### src/sfs_regs.svh
// Constants of the serial parameter table slice: command, addresses, field values and bytes.
// Assumes inclusion by bare name from every file that decodes or checks the table.
`ifndef SFS_REGS_SVH
`define SFS_REGS_SVH

// Command byte that opens a parameter table read.
`define SFS_CMD_READ_PARAM 8'h5A

// Number of address bytes that follow the command, less one.
`define SFS_ADDR_LAST      2'h2

// Byte addresses served by this slice.
`define SFS_ADDR_CAPS      24'h000030
`define SFS_ADDR_ERASE_OPC 24'h000031
`define SFS_ADDR_READ_CAPS 24'h000032
`define SFS_ADDR_UNUSED    24'h000033
`define SFS_ADDR_WAIT_144  24'h000038
`define SFS_ADDR_OPC_144   24'h000039
`define SFS_ADDR_WAIT_114  24'h00003A
`define SFS_ADDR_OPC_114   24'h00003B

// Field values of the capability byte, low field first.
`define SFS_ERASE_4K       2'h1
`define SFS_WR_GRAN_LARGE  1'h1
`define SFS_VWE_REQUIRED   1'h0
`define SFS_VWE_OPSEL      1'h0
`define SFS_CAPS_FILL      3'h7
`define SFS_ERASE_4K_OPC   8'h20

// Field values of the read capability byte, low field first.
`define SFS_FR_112         1'h1
`define SFS_ADDR_3BYTE     2'h0
`define SFS_DTR            1'h0
`define SFS_FR_122         1'h0
`define SFS_FR_144         1'h0
`define SFS_FR_114         1'h0
`define SFS_READ_FILL      1'h1

// Wait-state, mode-bit and opcode fields of the fast read entries.
`define SFS_WAIT_NONE      5'h00
`define SFS_MODE_NONE      3'h0
`define SFS_OPC_NONE       8'hFF
`define SFS_FILL_BYTE      8'hFF

// Whole bytes that the fields above assemble into.
`define SFS_BYTE_CAPS      8'hE5
`define SFS_BYTE_READ_CAPS 8'h81
`define SFS_BYTE_ZERO      8'h00

// Field positions inside the capability byte.
`define SFS_POS_GRAN       2
`define SFS_POS_VWE_REQ    3
`define SFS_POS_VWE_OPSEL  4

`endif

### src/sfs_pkg.sv
// Types shared by the parameter table slice.
// Assumes nothing of its surroundings.
package sfs_pkg;

	// Phases of one serial transaction.
	typedef enum logic [2:0] {
		SFS_IDLE,
		SFS_ADDR,
		SFS_DUMMY,
		SFS_DATA,
		SFS_IGNORE
	} sfs_state_t;

	// Byte address carried on the serial bus.
	typedef logic [23:0] sfs_addr_t;

endpackage : sfs_pkg

### src/sfs_rom_if.sv
// Lookup port between the serial front end and the table storage.
// Assumes both ends run on the system clock.
interface sfs_rom_if;
	import sfs_pkg::*;

	sfs_addr_t  addr;  // Byte address being looked up.
	logic [7:0] data;  // Registered byte, valid one cycle after addr.

	// Front end drives the address and reads the byte.
	modport ctrl (output addr, input data);
	// Storage reads the address and drives the byte.
	modport rom (input addr, output data);

endinterface : sfs_rom_if
### src/sfs_param_slice.sv
// Serial front end that answers the parameter read command from a constant table slice.
// Assumes the serial pins are synchronous to the system clock and each clock phase lasts
// at least three system clocks.
// The next table byte is looked up in the clocks after the last falling edge of a byte,
// and is ready by the next falling edge, a full serial period later, even with one-clock phases.
// A frame cut by reset is not resumed: the host raises chip select and starts anew.
// Addresses outside the slice read as all ones, so a read may run past its end.
//
// Function
// - Byte 30h erase field 01, 31h reads 20h.
// - Byte 30h bit 2 reads one.
// - Byte 30h bit 3 reads zero.
// - Byte 30h bit 4 reads zero.
// - Byte 30h always reads E5h.
// - Byte 32h reads 81h, dual output supported.
// - Address width field reads 00, three bytes.
// - Double rate clocking bit reads zero.
// - Byte 38h wait states zero, reads 00h.
// - Every mode bit count field reads 000.
// - Byte 39h reads FFh.
// - Byte 3Ah reads 00h.
// - Byte 3Bh reads FFh.
// - Command 5Ah, address, dummy, data; select ends.
`include "sfs_regs.svh"

module sfs_param_slice (
	input  wire logic i_clk_sys,     // System clock, 100 MHz.
	input  wire logic i_reset,       // Asynchronous reset, active high.
	input  wire logic i_spi_sclk,    // Serial clock from the host, sampled.
	input  wire logic i_spi_cs_n,    // Chip select, active low.
	input  wire logic i_spi_mosi,    // Serial data from the host.
	output logic      o_spi_miso,    // Serial data to the host.
	output logic      o_spi_miso_oe  // High while the device drives its data pin.
);
	import sfs_pkg::*;

	sfs_rom_if  rom_if ();           // Lookup port to the table.

	sfs_state_t state;               // Transaction phase.
	sfs_state_t next_state;          // Phase after the current rising edge.
	logic       sclk_q;              // Serial clock one cycle ago.
	logic       sclk_known;          // Serial clock has been sampled since reset.
	logic       sclk_rise;           // Rising serial edge inside a frame.
	logic       sclk_fall;           // Falling serial edge inside a frame.
	logic [7:0] shift_in;            // Bits received of the current byte.
	logic [7:0] next_byte;           // Byte completed by this rising edge.
	logic [2:0] in_cnt;              // Bits received of the current byte.
	logic       byte_done;           // This rising edge completes a byte.
	logic [1:0] addr_cnt;            // Address bytes received.
	sfs_addr_t  addr;                // Byte address being served.
	logic [7:0] shift_out;           // Bits still to send of the current byte.
	logic [2:0] out_cnt;             // Bits sent of the current byte.

	// Table storage answers the served address one cycle later.
	sfs_rom u_rom (
		.i_clk_sys (i_clk_sys),
		.i_reset   (i_reset),
		.rom_port  (rom_if.rom)
	);

	assign rom_if.addr = addr;

	// Edges count only while chip select is low, and not in the first cycle after reset,
	// when sclk_q still holds its reset level rather than the pin's idle level.
	assign sclk_rise = i_spi_sclk & ~sclk_q & ~i_spi_cs_n & sclk_known;
	assign sclk_fall = ~i_spi_sclk & sclk_q & ~i_spi_cs_n & sclk_known;
	assign next_byte = {shift_in[6:0], i_spi_mosi};
	assign byte_done = sclk_rise && (in_cnt == 3'h7);

	// Track the serial clock so that its edges can be found.
	always_ff @(posedge i_clk_sys or posedge i_reset) begin
		if (i_reset) begin
			sclk_q <= 1'b0;
		end else begin
			sclk_q <= i_spi_sclk;
		end
	end

	// Mark the edge detector valid once sclk_q holds a real sample; a serial clock idling
	// high would otherwise show a false rising edge right after reset.
	always_ff @(posedge i_clk_sys or posedge i_reset) begin
		if (i_reset) begin
			sclk_known <= 1'b0;
		end else begin
			sclk_known <= 1'b1;
		end
	end

	// Gather incoming bits, most significant first, restarting at each selection.
	always_ff @(posedge i_clk_sys or posedge i_reset) begin
		if (i_reset) begin
			shift_in <= 8'h00;
			in_cnt   <= 3'h0;
		end else if (i_spi_cs_n) begin
			shift_in <= 8'h00;
			in_cnt   <= 3'h0;
		end else if (sclk_rise) begin
			// Shift the sampled bit in below the earlier ones.
			shift_in <= next_byte;
			in_cnt   <= in_cnt + 3'h1;
		end
	end

	// Choose the next phase when a byte completes.
	always_comb begin
		next_state = state;
		if (byte_done) begin
			case (state)
				SFS_IDLE: begin
					// Only the parameter read command is served.
					if (next_byte == `SFS_CMD_READ_PARAM) begin
						next_state = SFS_ADDR;
					end else begin
						next_state = SFS_IGNORE;
					end
				end
				SFS_ADDR: begin
					// Three address bytes, then the dummy byte.
					if (addr_cnt == `SFS_ADDR_LAST) begin
						next_state = SFS_DUMMY;
					end
				end
				SFS_DUMMY: begin
					next_state = SFS_DATA;
				end
				default: begin
					// Data and ignored frames run until chip select rises.
					next_state = state;
				end
			endcase
		end
	end

	// Phase register; a high chip select ends any frame at once.
	always_ff @(posedge i_clk_sys or posedge i_reset) begin
		if (i_reset) begin
			state <= SFS_IDLE;
		end else if (i_spi_cs_n) begin
			state <= SFS_IDLE;
		end else begin
			// Otherwise follow the phase chosen above.
			state <= next_state;
		end
	end

	// Collect the address, then step it after each byte sent.
	always_ff @(posedge i_clk_sys or posedge i_reset) begin
		if (i_reset) begin
			addr     <= 24'h000000;
			addr_cnt <= 2'h0;
		end else if (i_spi_cs_n) begin
			addr_cnt <= 2'h0;
		end else if (byte_done && state == SFS_ADDR) begin
			// Address arrives high byte first.
			addr     <= {addr[15:0], next_byte};
			addr_cnt <= addr_cnt + 2'h1;
		end else if (sclk_fall && state == SFS_DATA && out_cnt == 3'h7) begin
			// Last bit of a byte leaves now; the next byte is looked up in time.
			addr <= addr + 24'h000001;
		end
	end

	// Drive data on falling edges, loading a fresh table byte every eighth edge.
	always_ff @(posedge i_clk_sys or posedge i_reset) begin
		if (i_reset) begin
			shift_out  <= 8'hFF;
			out_cnt    <= 3'h0;
			o_spi_miso <= 1'b0;
		end else if (i_spi_cs_n) begin
			out_cnt    <= 3'h0;
			o_spi_miso <= 1'b0;
		end else if (sclk_fall && state == SFS_DATA) begin
			if (out_cnt == 3'h0) begin
				// First bit of a byte comes straight from the table.
				o_spi_miso <= rom_if.data[7];
				shift_out  <= {rom_if.data[6:0], 1'b1};
			end else begin
				// Later bits come from the shifter; ones fill in behind them.
				o_spi_miso <= shift_out[7];
				shift_out  <= {shift_out[6:0], 1'b1};
			end
			out_cnt <= out_cnt + 3'h1;
		end
	end

	// Enable the data pin from the first data edge until chip select rises.
	always_ff @(posedge i_clk_sys or posedge i_reset) begin
		if (i_reset) begin
			o_spi_miso_oe <= 1'b0;
		end else if (i_spi_cs_n) begin
			o_spi_miso_oe <= 1'b0;
		end else if (sclk_fall && state == SFS_DATA) begin
			// The enable rises with the first data bit and stays on to the end of the frame.
			o_spi_miso_oe <= 1'b1;
		end
	end
endmodule : sfs_param_slice

### src/sfs_rom.sv
// Constant table bytes 30h to 3Bh, registered one cycle after the address.
// Assumes the address is held stable while the byte is consumed.
`include "sfs_regs.svh"

module sfs_rom (
	input  wire logic i_clk_sys,  // System clock.
	input  wire logic i_reset,    // Asynchronous reset, active high.
	sfs_rom_if.rom    rom_port    // Lookup port.
);
	import sfs_pkg::*;

	logic [7:0] next_data;  // Byte for the current address.

	// Decode the address into its constant byte; all else reads as ones.
	always_comb begin
		if (rom_port.addr == `SFS_ADDR_CAPS) begin
			next_data = {`SFS_CAPS_FILL, `SFS_VWE_OPSEL, `SFS_VWE_REQUIRED,
			             `SFS_WR_GRAN_LARGE, `SFS_ERASE_4K};
		end else if (rom_port.addr == `SFS_ADDR_ERASE_OPC) begin
			next_data = `SFS_ERASE_4K_OPC;
		end else if (rom_port.addr == `SFS_ADDR_READ_CAPS) begin
			next_data = {`SFS_READ_FILL, `SFS_FR_114, `SFS_FR_144, `SFS_FR_122,
			             `SFS_DTR, `SFS_ADDR_3BYTE, `SFS_FR_112};
		end else if (rom_port.addr == `SFS_ADDR_WAIT_144) begin
			next_data = {`SFS_MODE_NONE, `SFS_WAIT_NONE};
		end else if (rom_port.addr == `SFS_ADDR_OPC_144) begin
			next_data = `SFS_OPC_NONE;
		end else if (rom_port.addr == `SFS_ADDR_WAIT_114) begin
			next_data = {`SFS_MODE_NONE, `SFS_WAIT_NONE};
		end else if (rom_port.addr == `SFS_ADDR_OPC_114) begin
			next_data = `SFS_OPC_NONE;
		end else begin
			next_data = `SFS_FILL_BYTE;
		end
	end

	// Hold the looked-up byte in a register for the shifter.
	always_ff @(posedge i_clk_sys or posedge i_reset) begin
		if (i_reset) begin
			rom_port.data <= `SFS_FILL_BYTE;
		end else begin
			rom_port.data <= next_data;
		end
	end
endmodule : sfs_rom

### config.mk
export PLATFORM = sky130hd
export DESIGN_NAME = sfs_param_slice
export DESIGN_NICKNAME = d
export VERILOG_FILES = /design/src/sfs_pkg.sv /design/src/sfs_rom_if.sv /design/src/sfs_param_slice.sv /design/src/sfs_rom.sv
export VERILOG_INCLUDE_DIRS = /design/src /design/src/src
export SDC_FILE = /design/constraint.sdc
export NUM_CORES = 1
export LEC_CHECK = 0
export ABC_AREA = 1
export BUFFER_PORTS_ARGS = -buffer_cell sky130_fd_sc_hd__buf_2
export CORE_AREA = 10 10 115 117
export CTS_CLUSTER_SIZE = 12
export DETAILED_ROUTE_END_ITERATION = 10
export DIE_AREA = 0 0 125 127
export GPL_ROUTABILITY_DRIVEN = 0
export HOLD_SLACK_MARGIN = 0.05
export PLACE_DENSITY_LB_ADDON = 0.12
export SLEW_MARGIN = 0
export SYNTH_ARGS = -nofsm -noshare
export SYNTH_HDL_FRONTEND = slang
export SYNTH_SLANG_ARGS = --single-unit
### constraint.sdc
create_clock -name i_clk_sys -period 5.07 [get_ports i_clk_sys]
set_input_delay 1.521 -clock i_clk_sys [delete_from_list [all_inputs] [get_ports i_clk_sys]]
set_output_delay 1.521 -clock i_clk_sys [all_outputs]
set_load 0.005 [all_outputs]
==> metrics.md <==
| Metric | Value |
|---|---|
| Util after Layout | `34.9%` |
| Final period utilization | `64.1%` |
| Crit path cell chain | `buf_2 > nor2_2 > nand2_2 > nor2_4 > nand2_4 > nand2_2 > inv_2 > nand2_1 > nand2_1` |
| Top post-synthesis cells by area | `dfrtp_1 (33%), nand2_1 (17%), dfstp_2 (8.4%)` |
| HPWL Detailed | `5770 um` |
| Post-synth top cells | `nand2_1 (157), inv_1 (73), nand3_1 (48), nor2_1 (48), dfrtp_1 (46)` |
| Fraction of layout cells with a size suffix above 1 | `9.09%` |
| Yosys warns | `0` |
| Vias/cell | `4.63` |
| CTS tree | `yes` |
| Drt total wl | `8080 um` |
| Placement Setup Slack | `1.48 ns` |
| Area grow syn2layout | `12.4%` |
| Power Dens Cells | `279 nW/um2` |
| Synthesized instance count | `495` |
| Post-synth top area share | `33.3%` |
| H-Tree Depth | `3` |
| Die height | `127 um` |
| WP buf/inv | `2` |
| Worst R2R Start | `in_cnt[0]` |
| Number of cell rows | `39` |
| Die area | `15900 um2` |
| Initial Util | `31.1%` |
| Worst-case reg-to-reg path depth | `9` |
| Hold buffers post-CTS | `0` |
| Clock buffer depth | `2` |
| RSZ-0062 raised after global routing | `no` |
| Endpoint, Worst Hold | `addr_cnt[0]` |
| Seq/Total Area, Yosys | `41.7%` |
| Iter 0 DRT Violations | `140` |
| Setup Fix Bufs, Post-CTS | `0` |
| Worst slew pin tran | `0.685 ns` |
| Total CTS buffers | `9` |
| CTS resizes | `0` |
| Core Area | `11100 um2` |
| R2R setup slack | `2.66 ns` |
| Setup WS post-layout | `1.82 ns` |
| Grt ovf | `0` |
| Main combinational cell family by area after synthesis | `simple AND/OR/NAND/NOR gates` |
| Non-Filler Instances | `649` |
| Die Width | `125 um` |
| Vias in the first global route | `2927` |
| Final setup fails | `0` |
| Crit end category | `flip-flop` |
| Area fraction in compound gates after synthesis | `9.60%` |
| Placed Area | `3590 um2` |
| Port Buffer Count | `6` |
| Final hold vios | `0` |
| Hold path startpoint | `addr_cnt[0]` |
| Vias | `3005` |
| Post-synthesis adder-cell area fraction | `3.62%` |
| Fin area | `3880 um2` |
| Post-Syn Area | `3450 um2` |
| Post-synth EDFFs | `0` |
| Reg2reg end | `addr[9]` |
| GRT Total Usage | `10.5%` |
| Worst path slowest cell | `nand2_2` |
| CP max FO | `42` |
| Setup Crit Path Kind | `primary input to flip-flop` |
| TNS Setup | `0 ns` |
| Critical Path Max Stage Delay | `0.54 ns` |
| Root buf cell | `clkbuf_16` |
| Worst rel slew slack | `54.2%` |
| Global-route wire length before repair | `14000 um` |
| Placed cells | `633` |
| CP Launch Type | `primary input` |
| Post-synthesis mux area share | `0%` |
| Synth Area in Simple Gates | `33.8%` |
| Async SR Flop Fraction | `100%` |
| Top_reg_cell synth | `dfrtp_1` |
| Most area-hungry cell type in the Yosys netlist | `dfrtp_1` |
| Leakage | `1.99 nW` |
| Detail Route Antenna Nets | `0` |
| Syn Nets | `510` |
| Hold Path Stages | `1` |
| Clock Skew | `0.00759 ns` |
| Run status | `complete, no violations` |
| CP top delay family | `simple AND/OR/NAND/NOR gates` |
| Drt pass-1 iters | `4` |
| Number of top-level pins | `7` |
| Clock transition at the registers of the reported paths | `0.05 ns` |
| Worst min-delay path category | `flip-flop to flip-flop` |
| Clk_lat worst skew | `0.33 ns` |
| Post-synth cell types | `34` |
| WL per Instance | `12.5 um` |
| Max Fclk | `0.308 GHz` |
| Post-layout min period | `3.25 ns` |
| Antenna violations before repair | `0` |
| Synth Area in XOR/XNOR | `0.507%` |
| Critical Path AT | `3.46 ns` |
| Syn_area_per_cell | `6.98 um2` |
| Largest net degree at the start of global routing | `43` |
| Fin Hold WS | `0.463 ns` |
| Max rail drop VDD | `0.131 mV` |
| Ant diodes | `0` |
| Max Cap Viol | `0` |
| Yosys reg bits | `57` |
| Critical Path RT | `5.28 ns` |
| # DRC | `0` |
| Clk sinks | `57` |
| Power Total | `1.08 mW` |
| Max Slew Vio Count | `0` |
| Final net count | `516` |
| Count leader, synth | `nand2_1` |
state kept, by name, summed over array words and instances (netlist names), 2 cells and up:
signal and cells:
shift_out 7, in_cnt 3, u_rom.rom_port.data 4, shift_in 7, addr_cnt 2, state 3
addr 24, out_cnt 3
layer usage:
metal  routed length, um  up-vias  GRT usage, %  share of wire, %
li1                    -     1579             -                 -
met1                4170     1392          13.6                52
met2                3600       23          16.5                45
met3                 165       11          1.65               2.0
met4                 152        0          5.56               1.9
met5                   0        -             0                 0
where the power goes:
group,leakage (nW),switching (mW),internal [mW]
clock network,0.142,0.215,0.391
registers,0.732,0.00120,0.458
logic,1.11,0.0156,0.00376
cells in the final DEF (no fill, tap or decap), types with 7 or more instances in the layout:
master / n
nand2_1: 157
inv_1: 72
nor2_1: 48
nand3_1: 48
dfrtp_1: 46
o21ai_0: 35
dfstp_2: 11
ha_1: 10
clkbuf_16: 9
o22ai_1: 7
worst max-delay path by stage:
stage / cells past startpoint / from / endpoint
2_1_floorplan: 1 / i_reset / addr[0]
3_3_place_gp: 9 / i_spi_cs_n / addr[4]
3_5_place_dp: 9 / i_spi_cs_n / addr[15]
4_1_cts: 9 / i_spi_cs_n / addr[15]
5_1_grt: 9 / i_spi_cs_n / addr[10]
6_report: 9 / i_spi_cs_n / addr[9]
logic make-up after synthesis:
| family | count (synthesis) |
|---|---|
| other cells | 1 |
| buf+inv | 88 |
| fa+ha+maj | 10 |
| xor+xnor | 2 |
| simple gates | 276 |
| compound gates | 61 |
| flops | 57 |
area by class of cell:
| type | instances | area (um2) |
|---|---|---|
| clock buffers | 11 | 243 |
| multi-input cells | 350 | 1640 |
| fillers | 1216 | 7240 |
| well taps | 143 | 179 |
| flip-flops and latches | 57 | 1440 |
| repair buffers | 7 | 37.5 |
| inverters | 76 | 285 |
| clock inverters | 5 | 55.1 |
worst reg2reg max path, stage by stage (launching register included):
cell and delay [ns]:
dfrtp_1 0.39, ha_1 0.22, ha_1 0.19, inv_1 0.09, nor2_4 0.05, nand2_4 0.34
nand2_2 0.47, inv_2 0.42, nand2_1 0.10, nand2_1 0.08
Power figures use the tool's default switching activity.
